### src/meas_pkg.sv
`default_nettype none
package meas_pkg;
  // ----------------------------------------
  // register map
  // ----------------------------------------
  localparam logic [5:0]  ADDR_SETUP    = 6'h01;
  localparam logic [5:0]  ADDR_SCALE    = 6'h02;
  localparam logic [5:0]  ADDR_DRIFT    = 6'h03;
  localparam logic [5:0]  ADDR_SHUNT    = 6'h04;
  localparam logic [15:0] SETUP_RESET   = 16'hFB68;
  localparam logic [14:0] SCALE_RESET   = 15'h1000;
  localparam logic [13:0] DRIFT_RESET   = 14'h0000;
  localparam logic [19:0] SHUNT_RESET   = 20'h00000;
  // ----------------------------------------
  // setup field positions and other register field widths
  // ----------------------------------------
  localparam int MODE_LSB    = 12;
  localparam int BUS_CT_LSB  = 9;
  localparam int SHUNT_CT_LSB = 6;
  localparam int TEMP_CT_LSB = 3;
  localparam int AVG_LSB     = 0;
  localparam int SCALE_W     = 15;
  localparam int DRIFT_W     = 14;
  localparam int SHUNT_W     = 20;
  localparam int SHUNT_LSB   = 4;
  // ----------------------------------------
  // timing
  // ----------------------------------------
  localparam int unsigned CLK_MHZ = 200;
  localparam int unsigned CONV_TIME_US [8] = '{50, 84, 150, 280, 540, 1052, 2074, 4120};
  typedef enum logic [1:0] {S_IDLE, S_BUS, S_SHUNT, S_TEMP} engine_state_t;
endpackage
`default_nettype wire

### src/meas_engine.sv
`default_nettype none
module meas_engine #(
  parameter int unsigned CYCLES_PER_US = meas_pkg::CLK_MHZ
) (
  input  wire logic        clk_sys,
  input  wire logic        arst_n,
  input  wire logic        softReset,
  input  wire logic [5:0]  regAddr,
  input  wire logic        regWrite,
  input  wire logic [15:0] regWriteData,
  input  wire logic        regRead,
  output logic      [23:0] regReadData,
  input  wire logic [19:0] shuntSample,
  input  wire logic        shunt_range_select,
  input  wire logic        drift_correction_enable,
  output logic             busConvActive,
  output logic             shuntConvActive,
  output logic             tempConvActive,
  output logic             resultUpdate,
  output logic             shuntRange,
  output logic      [14:0] calScale,
  output logic      [13:0] driftApplied
);
  import meas_pkg::*;

  logic [15:0]   measurement_setup;
  logic [14:0]   shunt_drift_scale;
  logic [13:0]   shunt_drift_value;
  logic [19:0]   shunt_voltage_result;
  logic [29:0]   accum;
  logic [31:0]   convCount;
  logic [9:0]    setCount;
  logic          trigPending;
  engine_state_t state;

  // ----------------------------------------
  // helpers
  // ----------------------------------------
  function automatic logic [31:0] convCycles(input logic [2:0] code);
    convCycles = 32'(CONV_TIME_US[code] * CYCLES_PER_US - 1);
  endfunction

  function automatic logic [3:0] avgShift(input logic [2:0] code);
    case (code)
      3'h0: avgShift = 4'h0;
      3'h1: avgShift = 4'h2;
      3'h2: avgShift = 4'h4;
      3'h3: avgShift = 4'h6;
      default: avgShift = 4'(code) + 4'h3;
    endcase
  endfunction

  // first enabled channel after the given one, in bus, shunt, temperature order
  function automatic engine_state_t nextChannel(input engine_state_t from, input logic [2:0] chans);
    nextChannel = S_IDLE;
    if (from == S_IDLE && chans[0]) nextChannel = S_BUS;
    else if ((from == S_IDLE || from == S_BUS) && chans[1]) nextChannel = S_SHUNT;
    else if (from != S_TEMP && chans[2]) nextChannel = S_TEMP;
  endfunction

  logic [3:0]    mode;
  logic [2:0]    chans;
  logic          shutdown;
  logic          continuous;
  logic [9:0]    avgLast;
  logic          setupWrite;
  logic          convEnd;
  logic          setEnd;
  logic          runEnd;
  logic          startRun;
  logic [29:0]   accumSum;
  engine_state_t next_chan;
  engine_state_t first_chan;
  logic [31:0]   next_count;

  assign mode       = measurement_setup[MODE_LSB +: 4];
  assign chans      = mode[2:0];
  assign shutdown   = (chans == 3'h0);
  assign continuous = mode[3];
  assign avgLast    = 10'((32'h1 << avgShift(measurement_setup[AVG_LSB +: 3])) - 1);
  assign setupWrite = regWrite && regAddr == ADDR_SETUP;
  assign convEnd    = (state != S_IDLE) && convCount == 32'h0;
  assign next_chan  = nextChannel(state, chans);
  assign first_chan = nextChannel(S_IDLE, chans);
  assign setEnd     = convEnd && next_chan == S_IDLE;
  assign runEnd     = setEnd && setCount == avgLast;
  assign startRun   = !shutdown && (continuous || trigPending);
  assign accumSum   = accum + ((state == S_SHUNT && convEnd) ? 30'(signed'(shuntSample)) : 30'h0);

  // count to load for the channel about to convert
  always_comb begin
    engine_state_t target;
    target = (state == S_IDLE || setEnd) ? first_chan : next_chan;
    case (target)
      S_BUS:   next_count = convCycles(measurement_setup[BUS_CT_LSB +: 3]);
      S_SHUNT: next_count = convCycles(measurement_setup[SHUNT_CT_LSB +: 3]);
      S_TEMP:  next_count = convCycles(measurement_setup[TEMP_CT_LSB +: 3]);
      default: next_count = 32'h0;
    endcase
  end

  // ----------------------------------------
  // register writes
  // ----------------------------------------
  always_ff @(posedge clk_sys or negedge arst_n) begin
    if (!arst_n) begin
      measurement_setup <= SETUP_RESET;
      shunt_drift_scale <= SCALE_RESET;
      shunt_drift_value <= DRIFT_RESET;
    end else if (softReset) begin
      measurement_setup <= SETUP_RESET;
      shunt_drift_scale <= SCALE_RESET;
      shunt_drift_value <= DRIFT_RESET;
    end else if (regWrite) begin
      // result register and reserved bits keep their contents
      if (regAddr == ADDR_SETUP) begin
        measurement_setup <= regWriteData;
      end else if (regAddr == ADDR_SCALE) begin
        shunt_drift_scale <= regWriteData[SCALE_W-1:0];
      end else if (regAddr == ADDR_DRIFT) begin
        shunt_drift_value <= regWriteData[DRIFT_W-1:0];
      end
    end
  end

  // ----------------------------------------
  // conversion sequencer
  // ----------------------------------------
  always_ff @(posedge clk_sys or negedge arst_n) begin
    if (!arst_n) begin
      state       <= S_IDLE;
      convCount   <= 32'h0;
      setCount    <= 10'h0;
      trigPending <= 1'b0;
    end else if (softReset || setupWrite) begin
      // a new setup aborts the run in flight; a triggered code arms one run
      state       <= S_IDLE;
      convCount   <= 32'h0;
      setCount    <= 10'h0;
      trigPending <= setupWrite && !regWriteData[MODE_LSB + 3] && regWriteData[MODE_LSB +: 3] != 3'h0;
    end else if (shutdown) begin
      state       <= S_IDLE;
      trigPending <= 1'b0;
    end else begin
      case (state)
        S_IDLE: begin
          if (startRun) begin
            state       <= first_chan;
            convCount   <= next_count;
            trigPending <= 1'b0;
          end
        end
        default: begin
          if (!convEnd) begin
            convCount <= convCount - 32'h1;
          end else if (!setEnd) begin
            state     <= next_chan;
            convCount <= next_count;
          end else if (!runEnd) begin
            setCount  <= setCount + 10'h1;
            state     <= first_chan;
            convCount <= next_count;
          end else begin
            setCount  <= 10'h0;
            state     <= continuous ? first_chan : S_IDLE;
            convCount <= next_count;
          end
        end
      endcase
    end
  end

  // ----------------------------------------
  // averaging and shunt result
  // ----------------------------------------
  always_ff @(posedge clk_sys or negedge arst_n) begin
    if (!arst_n) begin
      accum                <= 30'h0;
      shunt_voltage_result <= SHUNT_RESET;
      resultUpdate         <= 1'b0;
    end else if (softReset || setupWrite) begin
      accum                <= 30'h0;
      shunt_voltage_result <= softReset ? SHUNT_RESET : shunt_voltage_result;
      resultUpdate         <= 1'b0;
    end else if (runEnd && !shutdown) begin
      // only the finished average reaches the result register
      accum        <= 30'h0;
      resultUpdate <= 1'b1;
      if (chans[1]) begin
        shunt_voltage_result <= 20'(signed'(accumSum) >>> avgShift(measurement_setup[AVG_LSB +: 3]));
      end
    end else begin
      accum        <= accumSum;
      resultUpdate <= 1'b0;
    end
  end

  // ----------------------------------------
  // outputs and read port
  // ----------------------------------------
  always_ff @(posedge clk_sys or negedge arst_n) begin
    if (!arst_n) begin
      busConvActive   <= 1'b0;
      shuntConvActive <= 1'b0;
      tempConvActive  <= 1'b0;
      shuntRange      <= 1'b0;
      calScale        <= SCALE_RESET;
      driftApplied    <= DRIFT_RESET;
    end else begin
      busConvActive   <= state == S_BUS;
      shuntConvActive <= state == S_SHUNT;
      tempConvActive  <= state == S_TEMP;
      shuntRange      <= shunt_range_select;
      calScale        <= shunt_drift_scale;
      driftApplied    <= drift_correction_enable ? shunt_drift_value : DRIFT_RESET;
    end
  end

  always_ff @(posedge clk_sys or negedge arst_n) begin
    if (!arst_n) begin
      regReadData <= 24'h000000;
    end else if (regRead) begin
      if (regAddr == ADDR_SETUP) begin
        regReadData <= {8'h00, measurement_setup};
      end else if (regAddr == ADDR_SCALE) begin
        regReadData <= {9'h000, shunt_drift_scale};
      end else if (regAddr == ADDR_DRIFT) begin
        regReadData <= {10'h000, shunt_drift_value};
      end else if (regAddr == ADDR_SHUNT) begin
        regReadData <= {shunt_voltage_result, 4'h0};
      end else begin
        regReadData <= 24'h000000;
      end
    end
  end
endmodule
`default_nettype wire

### config.mk
export PLATFORM = sky130hd
export DESIGN_NAME = meas_engine
export DESIGN_NICKNAME = d
export VERILOG_FILES = /design/src/meas_pkg.sv /design/src/meas_engine.sv
export SDC_FILE = /design/constraint.sdc
export NUM_CORES = 1
export LEC_CHECK = 0
export BUFFER_PORTS_ARGS = -buffer_cell sky130_fd_sc_hd__buf_2
export CAP_MARGIN = 20
export CORE_UTILIZATION = 30
export DETAILED_ROUTE_END_ITERATION = 10
export PLACE_DENSITY = 0.46
export SYNTH_ARGS = -nofsm -noshare
export SYNTH_HDL_FRONTEND = slang
export SYNTH_SLANG_ARGS = --single-unit
### constraint.sdc
create_clock -name clk_sys -period 9.6 [get_ports clk_sys]
set_clock_uncertainty 0.15 [all_clocks]
set_input_delay 1.92 -clock clk_sys [delete_from_list [all_inputs] [get_ports clk_sys]]
set_output_delay 1.92 -clock clk_sys [all_outputs]
set_load 0.02 [all_outputs]
# Yosys cells after proc, flatten, opt, wreduce, memory -nomap -nowiden

Memory sizes are Yosys's and may differ from the RTL's.
Index checks and enable logic that the tools add are counted.

Bits in latches: 0
Memory bits (read-only): 768
Bits in registers: 198
Word-level logic and storage cells: 172
Memories kept: 3
RAM bits: 0

Memories:

| memory           | depth | bits a word | read ports | clocked after Yosys merged registers in | write ports | RTL line          | source |
|---|---|---|---|---|---|---|---|
| (name not given) | 8     | 32          | 1          | 0                                       | 0           | meas_engine.sv:40 | `convCycles = 32'(CONV_TIME_US[code] * CYCLES_PER_US - 1);` |
| (name not given) | 8     | 32          | 1          | 0                                       | 0           | meas_engine.sv:40 |  |
| (name not given) | 8     | 32          | 1          | 0                                       | 0           | meas_engine.sv:40 |  |

Order comparisons: 3
Add/subtract/negate cells: 8
Muxes and demuxes: 67
Multipliers: 3
Shift-type cells: 2
Bitwise gates (word level): 3
Reduce and logical (&&, ||, !) cells: 44
Equality and inequality tests: 22
Divide/modulo/power cells: 0

Operators with widths:

| kind                                                      | count |
|---|---|
| two-way mux 32 bit                                        | 11 |
| subtractor 32 x 1 -> 32 bit (second input constant)       | 4 |
| multiplier 32 x 5 -> 29 bit (second input constant)       | 3 |
| two-way mux 24 bit                                        | 4 |
| case mux 32 bit (3 select lines)                          | 1 |
| two-way mux 30 bit                                        | 3 |
| two-way mux 14 bit                                        | 6 |
| two-way mux 20 bit                                        | 4 |
| two-way mux 10 bit                                        | 6 |
| two-way mux 15 bit                                        | 4 |
| two-way mux 16 bit                                        | 3 |
| logical NOT 32 bit                                        | 1 |
| adder 30 bit                                              | 1 |
| two-way mux 2 bit                                         | 15 |
| >>> shifter 30 x 4 -> 20 bit                              | 1 |
| nonzero test 2 bit                                        | 9 |
| case mux 4 bit (4 select lines)                           | 1 |
| equality test 6 x 2 -> 1 bit (second input constant)      | 2 |
| greater-or-equal comparator 4 bit (second input constant) | 3 |
| logical AND 1 bit                                         | 12 |
| two-way mux 4 bit                                         | 3 |
| inverter 3 -> 4 bit                                       | 3 |
| adder 10 x 1 -> 10 bit (second input constant)            | 1 |
| equality test 10 bit                                      | 1 |
| other kinds (23)                                          | 50 |

# Longest topological paths before layout

Gate-level depths: netlist (run 1).

Word-level depth: 15
Mapped depth: 21
Gate-level depth less buffers: 19

# Worst setup path after synthesis (run 1)

No wires, ideal clock.

Path kind: input to register
From: input shuntSample[0]
To: register shunt_voltage_result[18]
Stages: 13
Library setup time: 0.122 ns
Required time: 9.328 ns
Path buffers: 0
Arrival time: 5.097 ns
Slack: 4.231 ns
Cells stage by stage: and2_1 -> ha_1 -> fa_1 -> a211oi_2 -> o21bai_1 -> a2111o_1 -> a2111oi_4 -> o41ai_1 -> xnor2_1 -> inv_1 -> mux4_2 -> o221ai_1 -> o21ai_1

Word-level cells in the longest chain between the ends: 6

Ends and longest elaborated chain:

| element                      | RTL line           | source |
|---|---|---|
| start: declaration           | meas_engine.sv:13  | `input wire logic [19:0] shuntSample,` |
| two-way mux 30 bit           | meas_engine.sv:88  | `assign accumSum = accum + ((state == S_SHUNT && convEnd) ? 30'(signed'(shuntSample)) : 30'h0);` |
| adder 30 bit                 | meas_engine.sv:88  |  |
| >>> shifter 30 x 4 -> 20 bit | meas_engine.sv:190 | `shunt_voltage_result <= 20'(signed'(accumSum) >>> avgShift(measurement_setup[AVG_LSB +: 3]));` |
| two-way mux 20 bit           | meas_engine.sv:189 | `if (chans[1]) begin` |
| two-way mux 20 bit           | meas_engine.sv:185 | `end else if (runEnd && !shutdown) begin` |
| two-way mux 20 bit           | meas_engine.sv:181 | `end else if (softReset \|\| setupWrite) begin` |
| end signal: assignment       | meas_engine.sv:183 | `shunt_voltage_result <= softReset ? SHUNT_RESET : shunt_voltage_result;` |
| end signal: assignment       | meas_engine.sv:190 |  |
| end: declaration             | meas_engine.sv:29  | `logic [19:0] shunt_voltage_result;` |

Every way passes these cells. The select of a mux whose other input is x is not followed.
A chain may end at the register's enable or synchronous reset.

# Final worst setup path (run 1)

From: register convCount[0]
To: register shunt_voltage_result[19]

Word-level cells in the longest chain between the ends: 9
Elaborated cells between the ends (all ways): 14
Classes of those cells: add/sub (1); shift (1); mux (4); reduce/logical (8)

Ends and longest elaborated chain:

| element                      | RTL line           | source |
|---|---|---|
| start: declaration           | meas_engine.sv:31  | `logic [31:0] convCount;` |
| start signal: assignment     | meas_engine.sv:149 | `convCount <= next_count;` |
| start signal: assignment     | meas_engine.sv:155 | `convCount <= convCount - 32'h1;` |
| start signal: assignment     | meas_engine.sv:158 | `convCount <= next_count;` |
| logical NOT 32 bit (*)       | meas_engine.sv:82  | `assign convEnd = (state != S_IDLE) && convCount == 32'h0;` |
| logical AND 1 bit (*)        | meas_engine.sv:82  |  |
| logical AND 1 bit            | meas_engine.sv:88  |  |
| two-way mux 30 bit           | meas_engine.sv:88  |  |
| adder 30 bit                 | meas_engine.sv:88  |  |
| >>> shifter 30 x 4 -> 20 bit | meas_engine.sv:190 |  |
| two-way mux 20 bit           | meas_engine.sv:189 |  |
| two-way mux 20 bit           | meas_engine.sv:185 |  |
| two-way mux 20 bit           | meas_engine.sv:181 |  |

Every way passes the cells marked *; elsewhere a longest branch is shown, timed or not. The select of a mux whose other input is x is not followed.

==> results of run 1 <==
## sequential cells by signal (all words and copies together), names as in the netlist
register	cells
accum	30
busConvActive	1
shunt_drift_value	14
setCount	10
shuntRange	1
regReadData	24
convCount	32
shunt_drift_scale	15
resultUpdate	1
driftApplied	14
tempConvActive	1
measurement_setup	16
shuntConvActive	1
calScale	15
shunt_voltage_result	20
state	2
trigPending	1
## worst reg2reg max path: stages (launching register included)
cell	delay [ns]
dfrtp_1	0.43
inv_1	0.08
ha_1	0.20
or4b_4	0.52
nor4_4	0.39
nand4_2	0.20
nor4_4	0.24
buf_4	0.25
and2_1	0.20
ha_1	0.30
a21oi_1	0.41
o21ai_0	0.21
a21o_1	0.28
and2_0	0.18
a211oi_1	0.87
a22oi_1	0.16
o211ai_1	0.22
o22ai_1	0.17
a2111oi_0	0.50
a21o_1	0.13
## logic make-up (layout without fill, tap and decap cells)
logic type	Yosys count	after routing	synth area share [%]
other cells	1	4	0.02346
flops	198	198	31.09
simple gates	714	714	21.58
buf+inv	218	261	5.214
compound gates	524	524	22.01
mux	48	48	3.460
fa+ha+maj	152	152	12.51
xor+xnor	74	74	4.102
## cells in the final DEF (no fill, tap or decap), types with 31 or more instances in the layout
master and n:
and2_1 50, nor3_1 49, xor2_1 31, o21ai_0 118, a21oi_1 120, buf_2 105
xnor2_1 42, inv_1 103, nand3_1 42, ha_1 139, and3_1 38, dfrtp_1 186
nor2_1 180, nand2_1 230, mux2i_1 35
## final cells by class
| class | count | area (µm²) |
|---|---|---|
| fillers | 5594 | 34810 |
| diodes | 1 | 2.502 |
| well taps | 688 | 860.8 |
| multi-input cells | 1515 | 10230 |
| flip-flops and latches | 198 | 4970 |
| clock buffers | 18 | 439.2 |
| repair buffers | 125 | 689.4 |
| inverters | 104 | 390.4 |
| clock inverters | 14 | 153.9 |
## routing by layer
| layer | vias up | wire [µm] | GRT usage, % |
|---|---|---|---|
| met2 | 221 | 25900 | 33.00 |
| met1 | 7107 | 23850 | 25.58 |
| met5 | - | 0 | 0 |
| met4 | 0 | 860 | 4.657 |
| met3 | 41 | 1513 | 2.525 |
| li1 | 7041 | - | - |
## Yosys cell counts (14+ instances only)
library cell  number  area (µm²)
a222oi_1          21       210.2
o21a_1            15       112.6
xnor2_1           42       367.9
xor2_1            31       271.5
nand2b_1          16       100.1
dfrtp_1          186        4654
o211ai_1          21       157.7
inv_1            103       386.6
nand2_1          230       863.3
nor3_1            49       245.2
nor4_1            16       100.1
a211oi_1          17       127.6
nand3_1           42       210.2
nor2_1           181       679.4
a21o_1            30       225.2
and2_1            50       312.8
ha_1             139        1739
and3_1            38       237.7
a31oi_1           26       162.7
a21oi_1          120       600.6
mux2i_1           35       350.3
clkbuf_1          98       367.9
o21ai_0          120       600.6
or3_1             14       87.58
o31ai_1           18       135.1
## through the flow
stage	setup slack (ns)	cell area, µm²	power [mW]	utilization (%)
2_1_floorplan	4.231	15990	1.261	-
3_3_place_gp	3.514	17130	1.435	32.60
3_5_place_dp	3.462	17140	1.438	32.62
4_1_cts	3.435	17740	2.200	33.75
5_1_grt	3.023	17740	2.291	33.75
6_report	3.464	17740	2.176	33.76
## power by group through the flow
stage	sequential (mW)	combinational [mW]	clock (mW)
finish	0.935	0.488	0.753
global route	0.943	0.540	0.808
CTS	0.934	0.490	0.776
detailed placement	0.950	0.488	0
global placement	0.950	0.485	0
floorplan	0.940	0.321	0
## worst paths after layout
check                           slack [ns]                                    to                         startpoint  cells after the start
worst max-delay path                  3.46  shunt_voltage_result[19]$_DFFE_PN0P_           convCount[0]$_DFFE_PN0P_                     19
worst min-delay path                  0.22                calScale[12]$_DFF_PN1_  shunt_drift_scale[12]$_DFFE_PN1P_                      0
worst max register to register        3.46  shunt_voltage_result[19]$_DFFE_PN0P_           convCount[0]$_DFFE_PN0P_                     19
worst min register to register        0.22                calScale[12]$_DFF_PN1_  shunt_drift_scale[12]$_DFFE_PN1P_                      0
max in group asynchronous             5.90               setCount[8]$_DFFE_PN0P_                             arst_n                      3
min in group asynchronous             1.41      shunt_drift_scale[8]$_DFFE_PN0P_                             arst_n                      1
==> run metrics, run 1 <==
RSZ-0062 raised after global routing false; Final Wtd Congestion 0.8534; Post-Syn Area 15980 µm²; Syn Inst Count 1929; Post-synth EDFFs 0; post-DP HPWL 39710 µm; total vias in the final route 14410; power density cells 122.7 nW/µm²; peak supply drop 0.1064 mV; Flop pwr share 43.0%; antenna viol nets, final 0; PortBufs 106; status finished, final reports clean; Critical path buffers and inverters 2; hold buffer count at CTS 0; Initial Util 30.41%; Post-CTS Resized 0; post-synthesis sequential area ratio 31.09%; Clock Latency Late Sink 0.46 ns; clock network power share 34.6%; Final setup viols 0; layout cell share with drive strength beyond 1 11.40%; die height 232.8 µm; first-pass GRT wire length 81210 µm; Relative slew margins 28.72%; H-Tree Level Count 4; CP max stage cell a211oi_1; Psw 758.3 µW; Final Cycle Share 63.92%; num ports 107; largest net degree at the start of global routing 102; fraction of registers with async set/reset 100.0%; CORE AREA 52550 µm²; Max-Cap Viols 0; Tightest Pin Transition 1.063 ns; vias per inst 5.411; placed instance count 2630; clock-pin slew on the worst setup and hold paths 0.08 ns; total die area 54200 µm²; # nets final 2162; Detailed Route WL 52120 µm; P&R area growth vs syn 10.99%; Tot GR Track Use 19.31%; CP max FO 20; worst min path class reg2reg; Die X 232.8 µm; Unique masters post-synth 94; # rows 84; startpoint types flip-flop; Clock Path Buffers 2; Setup TNS 0 ns; WL/cell 19.57 µm; fmax 0.1630 GHz; synth warn 0; Primary FF master, synth dfrtp_1; Combinational Power Share 22.4%; CTS Sinks 198; CP top delay family compound AO/OA/AOI/OAI gates; Avg Inst Size Synth 8.286 µm²; Internal 1.418 mW; CTS tree done; First-pass DRT Iterations 6; critical path class reg2reg; vias in the first global route 13990; initial antenna violation count 1; Lkg Pwr 8.555 nW; gr ovfl total 0; Tmin final 6.136 ns; CP Capture Type flip-flop; total CTS buffers 17; DRC errors left 0; Arr. time, crit path 6.38 ns; DRT iter0 DRCs 981; #FFs+latches synth 198; fin cells 2663; Critical Path RT 9.84 ns; Final Hold Vio Count 0; CP cell instances inv_1 > ha_1 > or4b_4 > nor4_4 > nand4_2 > nor4_4 > buf_4 > and2_1 > ha_1 > a21oi_1 > o21ai_0 > a21o_1 > and2_0 > a211oi_1 > a22oi_1 > o211ai_1 > o22ai_1 > a2111oi_0 > a21o_1; Hold WS 0.2246 ns; clock root cell clkbuf_16; Slew Viols, Final 0; slowest stage delay, CP 0.86 ns; Post-CTS Setup Bufs 0; Sw Share 34.84%
Note: power is estimated with default switching activity, not from simulation.
==> run 2: changes to the inputs <==
- ABC_AREA: not set -> 1
- PLACE_DENSITY: 0.46 -> 0.48
- clock period: 9.6 -> 5.1 ns (I/O delays scaled with it)
==> run 2 against run 1 <==
Compared with the run above:
- cell count up 22%
- die area up 3.6%
- first-iteration DRC count up 13%
- register-to-register slack worse by 2.9 ns
- fmax up 34%
- synthesized cell count up 27%
- sequential share of layout area down 1.1 points
- count of clock-buffer cells in the layout unchanged
- power up 130%
- via count up 11%
- critical path type unchanged
- critical endpoint unchanged
- largest cell class unchanged
==> run metrics, run 2 <==
most frequent cell after synthesis nand2_1; Final setup viols 0; Critical Path RT 5.33 ns; Flop pwr share 37.0%; Psw 2.047 mW; #FFs+latches synth 198; P&R area growth vs syn 11.66%; Die X 237.0 µm; Final Wtd Congestion 0.9182; most flop-heavy register convCount; r2r setup slk 0.52 ns; WL/cell 16.51 µm; power density cells 266.5 nW/µm²; critical path class reg2reg; initial antenna violation count 0; DRT iter0 DRCs 1109; PortBufs 106; Post-synth EDFFs 0; Max-Cap Viols 0; Slew Viols, Final 0; Primary FF master, synth dfrtp_1; total vias in the final route 16000; worst min path class reg2reg; Tmin final 4.582 ns; total CTS buffers 17; top flop regs convCount (32), accum (30), regReadData (24); Hold Path Stages 0; most frequent CP cell nand2_1; fraction of registers with async set/reset 100.0%; largest net degree at the start of global routing 121; vias in the first global route 15780; Filler Cells Inserted 5903; Syn Inst Count 2459; CP Capture Type flip-flop; Post-CTS Setup Bufs 0; CP max stage cell dfrtp_1; H-Tree Level Count 4; post-DP HPWL 42610 µm; clock network power share 27.5%; antenna viol nets, final 0; Synth area leader dfrtp_1; Tightest Pin Transition 1.057 ns; Final Hold Vio Count 0; RSZ-0062 raised after global routing false; layout cell share with drive strength beyond 1 9.009%; Final WS setup 0.5178 ns; status finished, final reports clean; Clock Path Buffers 2; Unique masters post-synth 57; DRC errors left 0; fmax 0.2182 GHz; Sw Share 41.52%; Reg2Reg Depth 27; synth warn 0; top post-synthesis cells by area dfrtp_1 (28%), nand2_1 (16%), ha_1 (11%), nand3_1 (7.9%), inv_1 (7.9%); placed instance count 3228; Setup TNS 0 ns; total die area 56150 µm²; # rows 85; fin cells 3261; Lkg Pwr 10.21 nW; CTS tree done; Combinational Power Share 35.4%; Post-Syn Area 16560 µm²; gr ovfl total 0; vias per inst 4.906; Detailed Route WL 53850 µm; Synth top cells by count nand2_1 (695), inv_1 (347), nor2_1 (263); Relative slew margins 29.54%; Arr. time, crit path 4.81 ns; CP max FO 20; first-pass GRT wire length 86470 µm; die height 237.0 µm; num ports 107; Clock Latency Late Sink 0.49 ns; max reg flops 32; post-synthesis sequential area ratio 30.00%; commonest non-fill, non-tap cells in the layout nand2_1 (695), inv_1 (347), nor2_1 (262), nand3_1 (262), dfrtp_1 (186); CORE AREA 54130 µm²; peak supply drop 0.2150 mV; hold buffer count at CTS 0; # nets final 2752; post-synth top area share 28.10%; Tot GR Track Use 19.62%; Internal 2.883 mW; Initial Util 30.60%; DP Worst Slack 0.4456 ns; clock root cell clkbuf_16; clock-pin slew on the worst setup and hold paths 0.08 ns; slowest stage delay, CP 0.40 ns; Final Cycle Share 89.85%; most common cell after layout, fill and taps aside nand2_1; startpoint types flip-flop; CTS Sinks 198; Tot Pwr 4.930 mW; First-pass DRT Iterations 6; Avg Inst Size Synth 6.736 µm²
## run 2: logic make-up after synthesis
| family | Yosys count | share of synthesized area, % |
|---|---|---|
| compound gates | 299 | 10.58 |
| xor+xnor | 67 | 3.588 |
| fa+ha+maj | 152 | 12.07 |
| buf+inv | 417 | 9.730 |
| flops | 198 | 30.00 |
| other cells | 1 | 0.02264 |
| simple gates | 1325 | 34.01 |
## run 2: path summary, 6_finish.rpt
kind | endpoint | start
max | shunt_voltage_result[19]$_DFFE_PN0P_ | convCount[0]$_DFFE_PN0P_
min | calScale[12]$_DFF_PN1_ | shunt_drift_scale[12]$_DFFE_PN1P_
max reg2reg | shunt_voltage_result[19]$_DFFE_PN0P_ | convCount[0]$_DFFE_PN0P_
min reg2reg | calScale[12]$_DFF_PN1_ | shunt_drift_scale[12]$_DFFE_PN1P_
max in group asynchronous | accum[26]$_DFF_PN0_ | arst_n
min in group asynchronous | convCount[2]$_DFFE_PN0P_ | arst_n
## run 2: final cells by class
type	count	area, µm²	share of cell area (%)
Multi-Input combinational cell	1846	10000	54.07
Sequential cell	198	4970	26.87
Inverter	357	1340	7.245
Tap cell	696	870.8	4.708
Timing Repair Buffer	131	740.7	4.005
Clock buffer	18	429.2	2.320
Clock inverter	14	141.4	0.7644
Antenna cell	1	2.502	0.01353
## run 2: worst max-delay path: cells and delay by family, from the launching register on
kind | cells | cell delay (ns)
adders and majority gates | 2 | 0.50
AOI/OAI and AO/OA | 3 | 0.78
and+or+nand+nor | 18 | 2.00
buffers and inverters | 4 | 0.63
DFF | 1 | 0.40
## run 2: power by group through the flow
stage	combinational [mW]	sequential, mW	clock (mW)
finish	1.75	1.83	1.36
CTS	1.76	1.83	1.41
detailed placement	1.75	1.85	0
floorplan	1.23	1.86	0
global placement	1.74	1.85	0
global route	1.97	1.85	1.47
## run 2: metrics by stage
stage | util (%) | hold WS [ns] | instance area (µm²)
2_1_floorplan | - | 0.2040 | 16570
3_3_place_gp | 33.10 | 0.2283 | 17920
3_5_place_dp | 33.10 | 0.2311 | 17920
4_1_cts | 34.15 | 0.2453 | 18490
5_1_grt | 34.16 | 0.2475 | 18490
6_report | 34.17 | 0.2468 | 18500
## run 2: layer usage
metal	global-route usage [%]	up-vias	wire length [µm]
met4	5.372	0	1035
met5	0	-	0
li1	-	8059	-
met3	2.949	59	1824
met1	26.61	7568	26170
met2	32.28	311	24820
## run 2: timing repair
action	CTS	global route
gates resized for setup	0	2
endpoints found under the hold margin	0	0
endpoints found under the setup margin	0	5
==> run 3: changes to the inputs <==
- ABC_AREA: 1 -> not set
- GPL_ROUTABILITY_DRIVEN: not set -> 0
- SKIP_LAST_GASP: not set -> 1
==> run 3 against run 2 <==
Compared with the run above:
- sequential power down 5%
- non-clock buffer count is 192 higher
- routed wire length rose by 2.3%
- combinational power is 37% lower
- register-to-register slack lost 0.60 ns
- critical path depth decreased by 7
- sequential share of layout area shrank 2.0 points
- the flow now finishes with violations (negative setup slack)
- sequential cell count did not move
- count of clock-buffer cells in the layout increased by 3
- hold slack worse by 0.015 ns
==> run metrics, run 3 (synthesis results as in run 1) <==
Initial Util 30.41%; gr ovfl total 0; Final setup viols 3; PortBufs 106; layout cell share with drive strength beyond 1 23.94%; DRT iter0 DRCs 1192; startpoint types flip-flop; # rows 84; vias in the first global route 15210; Arr. time, crit path 5.37 ns; CTS tree done; commonest non-fill, non-tap cells in the layout nand2_1 (226), buf_4 (204), dfrtp_1 (186), nor2_1 (175), ha_1 (126); Tmin final 5.179 ns; Relative slew margins 34.43%; Max-Cap Viols 0; Final Cycle Share 101.6%; Detailed Route WL 55070 µm; CP cell instances inv_1 > ha_2 > or4b_4 > nor4_4 > nand4_2 > nor4_4 > buf_6 > buf_12 > and2_4 > ha_4 > a211oi_4 > o21bai_2 > a2111o_1 > a311o_1 > xor2_2 > mux4_2 > nor2b_4 > a31oi_1 > o211ai_1 > a22o_1; critical path class reg2reg; diode count 0; most flop-heavy register convCount; CP max FO 7; most frequent CP cell nor4_4; vias per inst 5.353; Slew Viols, Final 0; CP Capture Type flip-flop; hold buffer count at CTS 0; worst min path class reg2reg; total vias in the final route 15310; initial antenna violation count 3; Tot GR Track Use 20.29%; RSZ-0062 raised after global routing true; Critical Path RT 5.29 ns; most common cell after layout, fill and taps aside nand2_1; num ports 107; CORE AREA 52550 µm²; WL/cell 19.25 µm; Final WS setup -0.07921 ns; total die area 54200 µm²; Hold WS 0.2318 ns; power density cells 213.5 nW/µm²; Tightest Pin Transition 0.9799 ns; clock root cell clkbuf_16; Die X 232.8 µm; Clock Path Buffers 2; Final Hold Vio Count 0; CTS Sinks 198; First-pass DRT Iterations 6; CP max stage cell mux4_2; fmax 0.1931 GHz; clock-pin slew on the worst setup and hold paths 0.08 ns; post-DP HPWL 41740 µm; DRC errors left 0; # nets final 2360; P&R area growth vs syn 24.86%; final core occ 37.98%; failing checks negative setup slack; peak supply drop 0.2202 mV; slowest stage delay, CP 0.53 ns; H-Tree Level Count 4; top flop regs convCount (32), accum (30), regReadData (24); die height 232.8 µm; status finished, violations left; max reg flops 32; Setup TNS -0.1030 ns; total CTS buffers 17; Clock Latency Late Sink 0.46 ns; Lkg Pwr 9.674 nW; antenna viol nets, final 0; largest net degree at the start of global routing 98; first-pass GRT wire length 85680 µm
[run 3: layer usage]
layer / up-vias / part of all wire (%) / track usage, %
met5: - / 0.062 / 0
met4: 6 / 2.8 / 6.618
met2: 319 / 50 / 35.23
met3: 84 / 3.7 / 2.819
met1: 7505 / 44 / 25.69
li1: 7397 / - / -
[run 3: final cells by class]
class,count,area (µm²)
inverters,104,390.4
clock buffers,21,470.5
well taps,688,860.8
flip-flops and latches,198,4970
fillers,5449,32590
multi-input cells,1515,10880
repair buffers,323,2263
clock inverters,11,121.4
[run 3: worst paths after layout]
check / startpoint / end / slack, ns / cells after the start
worst max-delay path: convCount[0]$_DFFE_PN0P_ / shunt_voltage_result[13]$_DFFE_PN0P_ / -0.08 / 20
worst min-delay path: shunt_drift_scale[12]$_DFFE_PN1P_ / calScale[12]$_DFF_PN1_ / 0.23 / 0
worst max register to register: convCount[0]$_DFFE_PN0P_ / shunt_voltage_result[13]$_DFFE_PN0P_ / -0.08 / 20
worst min register to register: shunt_drift_scale[12]$_DFFE_PN1P_ / calScale[12]$_DFF_PN1_ / 0.23 / 0
max in group asynchronous: arst_n / measurement_setup[9]$_DFFE_PN1P_ / 3.20 / 2
min in group asynchronous: arst_n / calScale[2]$_DFF_PN0_ / 0.53 / 1
[run 3: where the power goes]
| group | total [mW] | leakage, nW | internal [mW] | switching (mW) |
|---|---|---|---|---|
| Clock | 1.43 | 0.295 | 0.765 | 0.660 |
| Sequential | 1.74 | 2.68 | 1.66 | 0.0829 |
| Combinational | 1.10 | 6.70 | 0.419 | 0.677 |
[run 3: metrics by stage]
step           cells  total power [mW]  setup slack [ns]  area [µm²]
6_report        2860             4.260          -0.07921       19960
3_5_place_dp    2798             2.834           -0.2218       18430
4_1_cts         2839             4.283          -0.08498       19360
5_1_grt         2860             4.478           -0.2929       19960
2_1_floorplan   1931             2.374          -0.08719       16000
3_3_place_gp    2797             2.830           -0.1797       18420
[run 3: worst max-delay path, delay by kind of cell (launching register included)]
family,cells,cell delay [ns]
muxes,1,0.53
DFF,1,0.39
xor gates and xnor gates,1,0.20
AOI/OAI and AO/OA,7,1.67
and+or+nand+nor,6,1.39
buffers and inverters,3,0.34
adders and majority gates,2,0.37
[run 3: repair_timing]
action,in CTS,in global routing
pin swaps,17,47
resized for setup,41,94
setup buffers,8,22
endpoints found under the setup margin,16,21
gates cloned,1,0
